## src/epf_cfg.svh

```systemverilog
`ifndef EPF_CFG_SVH
`define EPF_CFG_SVH
// ----------------------------------------
// Register byte offsets
// ----------------------------------------
`define EPF_OFS_CTRL0   8'h00
`define EPF_OFS_CNT0    8'h04
`define EPF_TMR_STRIDE  8'h08
`define EPF_OFS_PORT    8'h10
`define EPF_OFS_INTEN   8'h14
`define EPF_OFS_STATUS  8'h18
// ----------------------------------------
// Field positions, reset values and counter constants
// ----------------------------------------
`define EPF_PORT_DATA_LSB 8
`define EPF_PFD_BIT       7
`define EPF_CTRL_RST      8'h00
`define EPF_PRELOAD_RST   8'h00
`define EPF_DIR_RST       8'hFF
`define EPF_DATA_RST      8'h00
`define EPF_CNT_FULL      8'hFF
`define EPF_CNT_ONE       8'h01
`define EPF_PSC_ALL       8'hFF
`endif

```

## src/epf_pkg.sv

```systemverilog
`default_nettype none

package epf_pkg;
    typedef enum logic [1:0] {
        EPF_MODE_IDLE  = 2'h0,
        EPF_MODE_EVENT = 2'h1,
        EPF_MODE_TIMER = 2'h2,
        EPF_MODE_PULSE = 2'h3
    } epf_mode_t;

    typedef struct packed {
        epf_mode_t  mode;
        logic       rsvd;
        logic       run;
        logic       edge_sel;
        logic [2:0] prescale_sel;
    } epf_ctrl_t;
endpackage

`default_nettype wire

```

## src/epf_timer.sv

```systemverilog
// The Avalon-MM slave port and the register offsets are this design's own decisions.
`timescale 1ns/1ps
`default_nettype none
`include "epf_cfg.svh"

module epf_timer #(
    parameter bit PFD_EN = 1'b1
) (
    input  wire logic        ref_clk_in,             // 125 MHz clock
    input  wire logic        srst_in,                // Sync reset, high
    input  wire logic [7:0]  avs_address_in,         // Byte address
    input  wire logic        avs_read_in,            // Read request
    input  wire logic        avs_write_in,           // Write request
    input  wire logic [31:0] avs_writedata_in,       // Write data
    output logic      [31:0] avs_readdata_out,       // Read data
    output logic             avs_waitrequest_out,    // Wait request
    input  wire logic        counter0_input_pin_in,  // Counter 0 pin
    input  wire logic        counter1_input_pin_in,  // Counter 1 pin
    input  wire logic        powerdown_in,           // Core powered down
    output logic      [1:0]  irq_out,                // Overflow irq pulse
    output logic             wake_out,               // Wake-up pulse
    output logic             port_a_bit7_out,        // Shared pin level
    output logic             port_a_bit7_oe_out      // Shared pin enable
);
    // ----------------------------------------
    // Helpers
    // ----------------------------------------
    function automatic logic psc_tick(input logic [7:0] cnt, input logic [2:0] sel);
        logic [7:0] mask;
        mask = 8'((`EPF_CNT_ONE << sel) - `EPF_CNT_ONE);
        return (cnt | ~mask) == `EPF_PSC_ALL;
    endfunction

    function automatic logic edge_pick(input logic rise, input logic fall, input logic sel);
        return sel ? fall : rise;
    endfunction

    // ----------------------------------------
    // Bus slave
    // ----------------------------------------
    logic        wait_q;
    logic [31:0] rdata_q;
    logic        req;
    logic        wr_go;
    logic [31:0] rdata_d;

    assign req   = avs_read_in | avs_write_in;
    // One wait cycle gives a registered read mux
    assign wr_go = avs_write_in & ~wait_q;

    always_ff @(posedge ref_clk_in)
    begin
        if (srst_in)
        begin
            wait_q  <= 1'b1;
            rdata_q <= 32'h0;
        end
        else
        begin
            wait_q  <= ~(req & wait_q);
            rdata_q <= rdata_d;
        end
    end

    assign avs_waitrequest_out = wait_q;
    assign avs_readdata_out    = rdata_q;

    // ----------------------------------------
    // Port and interrupt enables
    // ----------------------------------------
    logic [7:0] dir_q;
    logic [7:0] data_q;
    logic [1:0] inten_q;
    logic       pfd_q;
    logic       pin_q;
    logic       oe_q;
    logic       wr_port;
    logic       wr_inten;

    assign wr_port  = wr_go & (avs_address_in == `EPF_OFS_PORT);
    assign wr_inten = wr_go & (avs_address_in == `EPF_OFS_INTEN);

    always_ff @(posedge ref_clk_in)
    begin
        if (srst_in)
        begin
            dir_q   <= `EPF_DIR_RST;
            data_q  <= `EPF_DATA_RST;
            inten_q <= 2'h0;
        end
        else
        begin
            if (wr_port)
            begin
                dir_q  <= avs_writedata_in[7:0];
                data_q <= avs_writedata_in[`EPF_PORT_DATA_LSB +: 8];
            end
            if (wr_inten)
                inten_q <= avs_writedata_in[1:0];
        end
    end

    // ----------------------------------------
    // Pin synchronisers
    // ----------------------------------------
    logic [1:0] sync1_q;
    logic [1:0] sync2_q;
    logic [1:0] prev_q;
    logic [1:0] rise;
    logic [1:0] fall;

    always_ff @(posedge ref_clk_in)
    begin
        if (srst_in)
        begin
            sync1_q <= 2'h0;
            sync2_q <= 2'h0;
            prev_q  <= 2'h0;
        end
        else
        begin
            sync1_q <= {counter1_input_pin_in, counter0_input_pin_in};
            sync2_q <= sync1_q;
            prev_q  <= sync2_q;
        end
    end

    // The second stage and its delayed copy prev_q feed the edge detectors
    assign rise = sync2_q & ~prev_q;
    assign fall = ~sync2_q & prev_q;

    // ----------------------------------------
    // Counters
    // ----------------------------------------
    epf_pkg::epf_ctrl_t ctrl_q [2];
    logic [7:0]         cnt_q  [2];
    logic [7:0]         pre_q  [2];
    logic [7:0]         psc_q  [2];
    logic [1:0]         meas_q;
    logic [1:0]         ovf;
    logic [1:0]         inc;
    logic [1:0]         stop;
    logic [1:0]         evt_ovf;
    logic [1:0]         irq_q;
    logic               wake_q;

    for (genvar i = 0; i < 2; i++)
    begin : g_tmr
        logic [7:0] ofs_ctrl;
        logic [7:0] ofs_cnt;
        logic       wr_ctrl;
        logic       wr_pre;
        logic       tick;
        logic       ev_edge;
        logic       start;
        logic       is_evt;
        logic       is_tmr;
        logic       is_pwm;

        assign ofs_ctrl = 8'(`EPF_OFS_CTRL0 + i * `EPF_TMR_STRIDE);
        assign ofs_cnt  = 8'(`EPF_OFS_CNT0 + i * `EPF_TMR_STRIDE);
        assign wr_ctrl  = wr_go & (avs_address_in == ofs_ctrl);
        assign wr_pre   = wr_go & (avs_address_in == ofs_cnt);
        assign is_evt   = ctrl_q[i].mode == epf_pkg::EPF_MODE_EVENT;
        assign is_tmr   = ctrl_q[i].mode == epf_pkg::EPF_MODE_TIMER;
        assign is_pwm   = ctrl_q[i].mode == epf_pkg::EPF_MODE_PULSE;
        assign tick     = psc_tick(psc_q[i], ctrl_q[i].prescale_sel);
        assign ev_edge  = edge_pick(rise[i], fall[i], ctrl_q[i].edge_sel);
        assign start    = edge_pick(fall[i], rise[i], ctrl_q[i].edge_sel);
        assign stop[i]  = is_pwm & meas_q[i] & ev_edge;
        // Event edges bypass the prescaler entirely
        assign inc[i]   = ctrl_q[i].run & ((is_evt & ev_edge)
                        | (is_tmr & tick) | (is_pwm & meas_q[i] & tick));
        assign ovf[i]   = inc[i] & (cnt_q[i] == `EPF_CNT_FULL);
        assign evt_ovf[i] = ovf[i] & is_evt;

        always_ff @(posedge ref_clk_in)
        begin
            if (srst_in)
            begin
                ctrl_q[i] <= `EPF_CTRL_RST;
                pre_q[i]  <= `EPF_PRELOAD_RST;
                cnt_q[i]  <= `EPF_PRELOAD_RST;
                psc_q[i]  <= 8'h00;
                meas_q[i] <= 1'b0;
                irq_q[i]  <= 1'b0;
            end
            else
            begin
                psc_q[i] <= psc_q[i] + 8'h01;
                irq_q[i] <= ovf[i] & inten_q[i];
                // Software write wins over the hardware stop
                if (wr_ctrl)
                begin
                    ctrl_q[i] <= avs_writedata_in[7:0];
                    meas_q[i] <= 1'b0;
                end
                else if (stop[i])
                    ctrl_q[i].run <= 1'b0;
                if (!wr_ctrl && is_pwm && ctrl_q[i].run && !meas_q[i] && start)
                    meas_q[i] <= 1'b1;
                else if (!wr_ctrl && stop[i])
                    meas_q[i] <= 1'b0;
                if (wr_pre)
                    pre_q[i] <= avs_writedata_in[7:0];
                if (wr_pre && !ctrl_q[i].run)
                    cnt_q[i] <= avs_writedata_in[7:0];
                else if (ovf[i])
                    cnt_q[i] <= pre_q[i];
                else if (inc[i])
                    cnt_q[i] <= cnt_q[i] + 8'h01;
            end
        end

    end

    assign irq_out = irq_q;

    // ----------------------------------------
    // Wake-up and frequency divider
    // ----------------------------------------
    always_ff @(posedge ref_clk_in)
    begin
        if (srst_in)
        begin
            wake_q <= 1'b0;
            pfd_q  <= 1'b0;
            pin_q  <= 1'b0;
            oe_q   <= 1'b0;
        end
        else
        begin
            wake_q <= powerdown_in & (|evt_ovf);
            if (ovf[1])
                pfd_q <= ~pfd_q;
            oe_q  <= ~dir_q[`EPF_PFD_BIT];
            // Data bit acts as on/off gate for the divider
            pin_q <= data_q[`EPF_PFD_BIT] & (PFD_EN ? pfd_q : 1'b1);
        end
    end

    assign wake_out           = wake_q;
    assign port_a_bit7_out    = pin_q;
    assign port_a_bit7_oe_out = oe_q;

    // ----------------------------------------
    // Read mux
    // ----------------------------------------
    logic [31:0] status_w;

    assign status_w = {26'h0, pfd_q, meas_q, sync2_q, 1'b0};

    always_comb
    begin
        rdata_d = 32'h0;
        if (avs_address_in == `EPF_OFS_CTRL0)
            rdata_d = {24'h0, ctrl_q[0]};
        else if (avs_address_in == `EPF_OFS_CNT0)
            rdata_d = {24'h0, cnt_q[0]};
        else if (avs_address_in == `EPF_OFS_CTRL0 + `EPF_TMR_STRIDE)
            rdata_d = {24'h0, ctrl_q[1]};
        else if (avs_address_in == `EPF_OFS_CNT0 + `EPF_TMR_STRIDE)
            rdata_d = {24'h0, cnt_q[1]};
        else if (avs_address_in == `EPF_OFS_PORT)
            rdata_d = {16'h0, data_q, dir_q};
        else if (avs_address_in == `EPF_OFS_INTEN)
            rdata_d = {30'h0, inten_q};
        else if (avs_address_in == `EPF_OFS_STATUS)
            rdata_d = status_w;
    end
endmodule

`default_nettype wire

```

## config.mk

```make
export PLATFORM = sky130hd
export DESIGN_NAME = epf_timer
export DESIGN_NICKNAME = d
export VERILOG_FILES = /design/src/epf_pkg.sv /design/src/epf_timer.sv
export VERILOG_INCLUDE_DIRS = /design/src /design/src/src
export SDC_FILE = /design/constraint.sdc
export NUM_CORES = 1
export LEC_CHECK = 0
export ABC_CLOCK_PERIOD_IN_PS = 5100
export BUFFER_PORTS_ARGS = -buffer_cell sky130_fd_sc_hd__buf_2
export CAP_MARGIN = 20
export CORE_MARGIN = 4
export CORE_UTILIZATION = 55
export DETAILED_ROUTE_END_ITERATION = 6
export HOLD_SLACK_MARGIN = 0.08
export PLACE_DENSITY_LB_ADDON = 0.08
export SYNTH_ARGS = -nofsm -noshare
export SYNTH_HDL_FRONTEND = slang
export SYNTH_SLANG_ARGS = --single-unit
```

## constraint.sdc

```tcl
create_clock -name ref_clk_in -period 5.1 [get_ports ref_clk_in]
set_input_delay 1.02 -clock ref_clk_in [delete_from_list [all_inputs] [get_ports ref_clk_in]]
set_output_delay 1.02 -clock ref_clk_in [all_outputs]
set_load 0.05 [all_outputs]
```

Word level (Yosys, flattened, before mapping). Memory sizes are Yosys's and may differ from the RTL's. Index checks and enable logic that the tools add are counted.

Memories: 4. Bits in writable memories: 64. Input port bits: 47. Flip-flop bits (word level): 65. Logic and storage cells: 207.

Memory list: cnt_q (words 2, width 8, read ports 2, clocked after memory_dff 0, write ports 2, RTL line epf_timer.sv:136) `logic [7:0] cnt_q [2];`; ctrl_q (words 2, width 8, read ports 2, clocked after memory_dff 0, write ports 2, RTL line epf_timer.sv:135) `epf_pkg::epf_ctrl_t ctrl_q [2];`; pre_q (words 2, width 8, read ports 2, clocked after memory_dff 0, write ports 2, RTL line epf_timer.sv:137) `logic [7:0] pre_q [2];`; psc_q (words 2, width 8, read ports 2, clocked after memory_dff 0, write ports 2, RTL line epf_timer.sv:138) `logic [7:0] psc_q [2];`.

Bitwise logic cells: 59. Add/subtract/negate cells: 6. Reductions and logical operators: 24. Shifts and indexed selects: 2. Mux-type cells: 78. Eq/ne operators: 16.

Operator list (number): 8-bit 2-to-1 mux (16); 1-bit 2-to-1 mux (59); 8-bit by 1-bit adder with 8-bit output (second input constant) (4); 8-bit == test (second input constant) (4); 1-bit AND (28); 8-bit by 5-bit == test with 1-bit output (second input constant) (3); 1-bit OR (19); 8-bit by 4-bit == test with 1-bit output (second input constant) (2); 16-bit 2-to-1 mux (1); 8-bit NOT (2); 8-bit OR (2); 1-bit by 3-bit << shifter with 8-bit output (first input constant) (2); 8-bit by 1-bit subtractor with 8-bit output (second input constant) (2); 1-bit logical AND (12); 6-bit 2-to-1 mux (2); 2-bit == test (second input constant) (4); 8-bit by 3-bit == test with 1-bit output (second input constant) (1); 8-bit zero test (1); 7-bit OR reduction (1); 1-bit zero test (6); 3-bit nonzero test (2); 5-bit OR reduction (1); 2-bit AND (2); 2-bit by 1-bit == test with 1-bit output (second input constant) (2); other kinds (3) (7).

Longest topological paths before layout. Gate-level depths: netlist of run 1. An unclocked memory read counts as a cell.

Depth after elaboration: 17. Gate-level depth with buffers: 8. Depth with buffers taken out: 6.

Least setup slack after synthesis of run 1. No wires, ideal clock.

Path kind: input-to-reg. Start: in avs_address_in[2]. End: mem cnt_q[0][0], enable pin. Stages: 5. Arrival time: 2.479 ns. Slack: 2.245 ns. Path buffers: 3. Cell sequence: clkbuf_1 -> buf_2 -> clkbuf_1 -> nand4b_1 -> o211ai_1.

RTL lines: start: declaration (RTL line epf_timer.sv:11) `input wire logic [7:0] avs_address_in,`; end: declaration (RTL line epf_timer.sv:136).

==> summary.txt, run 1 <==
STA
  • Min Tclk post-route: 2.94 ns
  • Actual slew at the worst max-slew pin: 0.832 ns
  • Pins over their slew limit: 0
  • Max_slew headroom: 43.8%
  • Setup Viol. Count Final: 0
  • RSZ-0062 raised after global routing: no
  • Final setup margin: 2.16 ns
  • Fin. Hold Viols: 0
  • Final period util: 57.6%
  • Final Skew: 0.0121 ns
  • Max Freq: 341 MHz
  • TNS Setup: 0 ns

Clock tree
  • Root Buffer: clkbuf_8
  • H-tree depth: 3
  • CTS Buf Count: 9
  • CTS tree: yes
  • Clock transition at the registers of the reported paths: 0.10 ns
  • Insertion delay to the later sink of the worst-skew pair: 0.37 ns
  • CTS-repair resized insts: 0
  • Clock sinks: 111
  • Count of hold-fix buffers inserted at cts: 0
  • CTS Buffer Depth: 2
  • Setup Buffers After CTS: 0

Floorplan
  • Initial Utilization: 56.4%
  • Die H: 105 µm
  • Core Region: 0.00924 mm²
  • Die area: 0.0111 mm²
  • DIE WIDTH: 105 µm
  • Row cnt: 35
  • I/O pin count: 85

Synth
  • Cell area after synthesis: 0.00521 mm²
  • Synth Register Bits: 111
  • Sequential cell area fraction in the yosys report: 51.8%
  • Synth warn: 0
  • Async SR Flop Fraction: 0%
  • Post-synth EDFFs: 48
  • Top_reg_cell synth: dfxtp_1
  • Cells after synthesis: 518
  • Mean post-synth cell area: 10.1 µm²
  • Distinct cells, synth: 52

GRT
  • Initial antenna violation count: 0
  • Vias in the first global route: 3703
  • Grt ovf: 0
  • First-pass GRT wire length: 19.3 mm
  • Largest net degree at the start of global routing: 42
  • GRT Util Overall: 22.3%

Power
  • P_sw: 0.415 mW
  • Clock power share: 34.1%
  • LEAKAGE: 2.32 nW
  • Sequential power share: 58.0%
  • Switch share: 24.8%
  • VDD IR max: 0.000175 V
  • Combinational share of power: 7.9%
  • Pwr/cell area: 291 mW/mm²
  • Int Pwr: 1.25 mW

Routing
  • DRC viols: 0
  • Drt first pass iters: 5
  • First DRT Iteration DRCs: 352
  • Final wirelength: 12.3 mm
  • Post-DRT Antenna Nets: 0
  • DR vias: 3946
  • WL per Instance: 17.6 µm
  • Vias per cell: 5.67

Setup path
  • Worst Path Max Fanout: 19
  • Worst EP arrival: 3.15 ns
  • Critical Path RT: 5.31 ns
  • Crit. End Element: register
  • CP Launch Type: input pin
  • WS Path Type: in -> reg

Min path
  • Tightest Hold Check Type: reg -> reg

Outcome
  • Status: completed

Layout
  • Layout cells sized above 1: 16.9%
  • Fin nets: 613
  • Area growth syn-to-layout: 10.0%
  • ANT cells: 0

Placed design
  • GP Congestion: 0.918
  • Post-Place Worst Slack: 1.67 ns
  • Post-DP HPWL: 8.63 mm
  • Port Buffers: 52

Job
  • Max cap viols: 0
-- placed cells by master, fill, tap and decap left out, types with 4 or more instances in the layout --
cell,synthesis,layout
nand4b_1,4,4
a31oi_1,4,4
and3_1,14,14
nand2b_1,5,5
a21oi_1,27,27
nand3_1,26,26
buf_4,17,5
o21ai_0,24,24
a22oi_1,8,8
conb_1,1,16
nand2_1,70,70
nand4_1,5,5
nor2_1,32,32
and2_1,34,34
mux2_2,5,5
dfxtp_1,63,63
inv_1,12,12
xor2_1,11,11
buf_2,2,53
nor2b_1,13,13
edfxtp_1,48,48
clkbuf_8,0,10
mux2i_1,9,9
a22oi_2,6,6
mux4_2,5,5
ha_1,4,4
xnor2_1,8,8
a41o_1,4,4
-- worst paths after layout --
| check | start | end | slack (ns) | depth (start not counted) |
|---|---|---|---|---|
| worst max-delay path | avs_address_in[1] | cnt_q[0][7] | 2.16 | 8 |
| worst min-delay path | avs_waitrequest_out | avs_waitrequest_out | 0.45 | 1 |
| worst max register to register | ctrl_q[0][2] | cnt_q[0][1] | 2.73 | 6 |
| worst min register to register | avs_waitrequest_out | avs_waitrequest_out | 0.45 | 1 |
-- critical path: stages --
cell and delay [ns]:
buf_2 0.11, nor4_4 0.32, nor3b_4 0.23, buf_4 0.26, nor4b_4 0.51, and2b_1 0.39
nand2_1 0.11, a22oi_2 0.19
-- per-layer routing --
metal  GRT usage [%]  wire length [µm]
met1            32.0              5410
met2            34.0              5600
met3            3.92              1090
met4            7.87               165
met5               0                 0
-- power groups by stage --
stage / Sequential [mW] / Combinational, mW / Clock, mW
final: 0.968 / 0.132 / 0.569
after global routing: 0.971 / 0.142 / 0.610
after CTS: 0.968 / 0.130 / 0.580
after detailed placement: 0.988 / 0.130 / 0
after global placement: 0.988 / 0.128 / 0
after floorplan: 0.983 / 0.0977 / 0
-- metrics by stage --
stage          utilization [%]  power (mW)  cell area, µm²  hold slack (ns)  cells
3_5_place_dp              59.6        1.12            5510            0.427    679
2_1_floorplan                -        1.08            5270            0.414    533
3_3_place_gp              59.6        1.12            5510            0.422    679
4_1_cts                   62.0        1.68            5730            0.452    695
5_1_grt                   62.1        1.72            5740            0.465    696
6_report                  62.1        1.67            5740            0.448    696
-- layout make-up --
class	count	area [µm²]
Fill cell	761	3500
Sequential cell	111	2700
Multi-Input combinational cell	370	2300
Timing Repair Buffer	58	303
Tap cell	129	161
Clock buffer	10	138
Clock inverter	6	81.3
Inverter	12	45.0
-- synthesized netlist by cell type, types with 12 or more instances --
cell      count  share of area, %
o21ai_0      24               2.3
nand3_1      26               2.5
clkbuf_1     20               1.4
edfxtp_1     48                28
nor2b_1      13               1.6
dfxtp_1      63                24
nor2_1       32               2.3
and3_1       14               1.7
inv_1        12              0.86
nand2_1      70               5.0
buf_4        17               2.4
and2_1       34               4.1
a21oi_1      27               2.6
-- cells by family after synthesis --
family | share of synthesized area [%]
flip-flops | 51.8
buffers and inverters | 5.02
multiplexers | 4.97
adder cells (fa/ha/maj) | 0.960
AND/OR/NAND/NOR | 22.3
XOR/XNOR | 3.19
AO/OA/AOI/OAI | 11.6
other | 0.0719
-- sequential cells by signal, indices dropped and copies added (netlist names) --
| register | cells |
|---|---|
| inten_q | 2 |
| sync1_q | 2 |
| prev_q | 2 |
| data_q | 8 |
| dir_q | 8 |
| port_a_bit7_oe_out | 1 |
| pfd_q | 1 |
| wake_out | 1 |
| pre_q | 16 |
| sync2_q | 2 |
| avs_waitrequest_out | 1 |
| irq_out | 2 |
| cnt_q | 16 |
| avs_readdata_out | 16 |
| psc_q | 14 |
| ctrl_q | 16 |
| meas_q | 2 |
| port_a_bit7_out | 1 |
Power figures use the tool's default switching activity.
==> run 2: changes to the inputs <==
ABC_CLOCK_PERIOD_IN_PS = 2800   (was 5100)
clock period = 2.8 ns   (was 5.1 ns; I/O delays follow)
==> run 2 against run 1 <==
Clock skew down 0.0019 ns. Non-clock buffer count increased by 8. Die area unchanged.
==> summary.txt, run 2 (synthesis gave the netlist of run 1 again) <==
Layout
  • Area growth syn-to-layout: 11.1%
  • Non-Filler Instances: 704 (+1.1%)
  • Most frequent cells in the layout: nand2_1, dfxtp_1, buf_2, edfxtp_1, and2_1
  • Fin nets: 621 (+1.3%)
  • ANT cells: 0 (unchanged)
  • Layout cells sized above 1: 18.1% (+1.2 points)
  • Post-Layout Inst Area: 0.00579 mm² (+1.0%)
  • Most common cell after layout, fill and taps aside: nand2_1

Clock tree
  • CTS-repair resized insts: 0 (unchanged)
  • Clock transition at the registers of the reported paths: 0.11 ns (about the same)
  • Clock sinks: 111 (unchanged)
  • Root Buffer: clkbuf_8
  • Insertion delay to the later sink of the worst-skew pair: 0.36 ns (about the same)
  • Count of hold-fix buffers inserted at cts: 0 (unchanged)
  • CTS Buf Count: 9 (unchanged)
  • Setup Buffers After CTS: 0 (unchanged)
  • CTS tree: yes
  • CTS Buffer Depth: 2 (unchanged)
  • H-tree depth: 3 (unchanged)

Setup path
  • WS Path Type: reg -> reg
  • Worst path cell trace: a21bo_2, a31oi_1, a311oi_1, a41o_1, and2_1, a22oi_1
  • Slowest stage delay, CP: 0.47 ns (-0.04 ns)
  • CP max stage cell: edfxtp_1
  • Family with the most delay on the worst path: compound AO/OA/AOI/OAI gates
  • Crit. End Element: register
  • Worst EP arrival: 2.49 ns (-0.66 ns)
  • Critical Path RT: 2.89 ns (-2.42 ns)
  • Reg-to-reg slack, setup: 0.40 ns (-2.33 ns)
  • Worst Path Max Fanout: 9 (-10)
  • Worst Path Buf+Inv: 0 (-2)
  • CP Launch Type: register

STA
  • Final period util: 85.6%
  • Max_slew headroom: 55.8% (+12 points)
  • Fin. Hold Viols: 0 (unchanged)
  • Min Tclk post-route: 2.40 ns
  • Final setup margin: 0.403 ns (-1.76 ns)
  • Actual slew at the worst max-slew pin: 0.664 ns (-0.169 ns)
  • TNS Setup: 0 ns (unchanged)
  • Setup Viol. Count Final: 0 (unchanged)
  • Final Hold Slack: 0.384 ns (-0.0638 ns)
  • Max Freq: 417 MHz
  • Final Skew: 0.0101 ns (-0.00191 ns)
  • Pins over their slew limit: 0 (unchanged)
  • RSZ-0062 raised after global routing: no

Routing
  • First DRT Iteration DRCs: 420 (+19%)
  • DR vias: 3969 (+0.58%)
  • Drt first pass iters: 5 (unchanged)
  • DRC viols: 0 (unchanged)
  • Post-DRT Antenna Nets: 0 (unchanged)
  • Final wirelength: 12.3 mm (+0.15%)
  • Vias per cell: 5.64 (-0.56%)
  • WL per Instance: 17.4 µm (-0.99%)

Placed design
  • Port Buffers: 52 (unchanged)
  • Post-Place Worst Slack: 0.294 ns (-1.37 ns)
  • Post-DP HPWL: 8.70 mm (+0.77%)
  • GP Congestion: 0.916 (-0.21%)
  • Dpl cells: 688 (+1.3%)
  • Placement Cell Area: 0.00558 mm² (+1.2%)

Floorplan
  • DIE WIDTH: 105 µm (unchanged)
  • Core Region: 0.00924 mm² (unchanged)
  • I/O pin count: 85 (unchanged)
  • Die H: 105 µm (unchanged)
  • Row cnt: 35 (unchanged)
  • Initial Utilization: 56.4% (unchanged)
  • Die area: 0.0111 mm² (unchanged)

GRT
  • First-pass GRT wire length: 19.8 mm (+2.8%)
  • Top Usage Layer GRT: met2
  • Met1 usage: 32.6% (+0.64 points)
  • GRT Util Overall: 22.7% (+0.43 points)
  • Largest net degree at the start of global routing: 42 (unchanged)
  • Grt met3 use: 3.86% (-0.061 points)
  • Vias in the first global route: 3816 (+3.1%)
  • Grt ovf: 0 (unchanged)
  • Initial antenna violation count: 0 (unchanged)
  • Met2 usage: 35.5% (+1.5 points)

Outcome
  • Status: completed

Min path
  • Tightest Hold Check Type: in -> reg

Job
  • Max cap viols: 0 (unchanged)

Power
  • Pwr/cell area: 522 mW/mm² (+79%)
  • VDD IR max: 0.000366 V (+110%)
  • LEAKAGE: 2.35 nW (+1.6%)
[run 2: metal layers]
layer	part of all wire [%]	wire length, µm	vias up
li1	-	-	1904
met1	45	5560	1877
met2	46	5610	161
met3	7.0	859	27
met4	2.1	259	0
met5	0	0	-
[run 2: stage by stage]
| step | total power, mW | utilization, % |
|---|---|---|
| floorplan | 1.97 | - |
| global placement | 2.04 | 60.4 |
| detailed placement | 2.04 | 60.4 |
| CTS | 3.04 | 62.7 |
| global route | 3.13 | 62.7 |
| finish | 3.03 | 62.7 |
[run 2: worst reg2reg max path: stages, from the launching register on]
cell      delay, ns
edfxtp_1       0.47
a21bo_2        0.23
a31oi_1        0.08
a311oi_1       0.30
a41o_1         0.44
and2_1         0.46
a22oi_1        0.16
[run 2: area by class of cell]
class | instances | area [µm²]
clock buffers | 10 | 149
clock inverters | 6 | 65.1
fillers | 765 | 3450
inverters | 12 | 45.0
multi-input cells | 370 | 2300
flip-flops and latches | 111 | 2700
well taps | 129 | 161
repair buffers | 66 | 365
[run 2: path summary, 6_finish.rpt]
path	cells past startpoint	end	start
setup reg to reg	6	cnt_q[0][1]	ctrl_q[0][2]
hold / removal	2	avs_waitrequest_out	avs_read_in
setup / recovery	6	cnt_q[0][1]	ctrl_q[0][2]
hold reg to reg	1	avs_waitrequest_out	avs_waitrequest_out
[run 2: report_power, final]
part	switching, mW	internal [mW]	total [mW]	leakage (nW)
clock	0.545	0.472	1.02	0.108
sequential	0.0414	1.72	1.76	1.01
combinational	0.169	0.0764	0.245	1.24
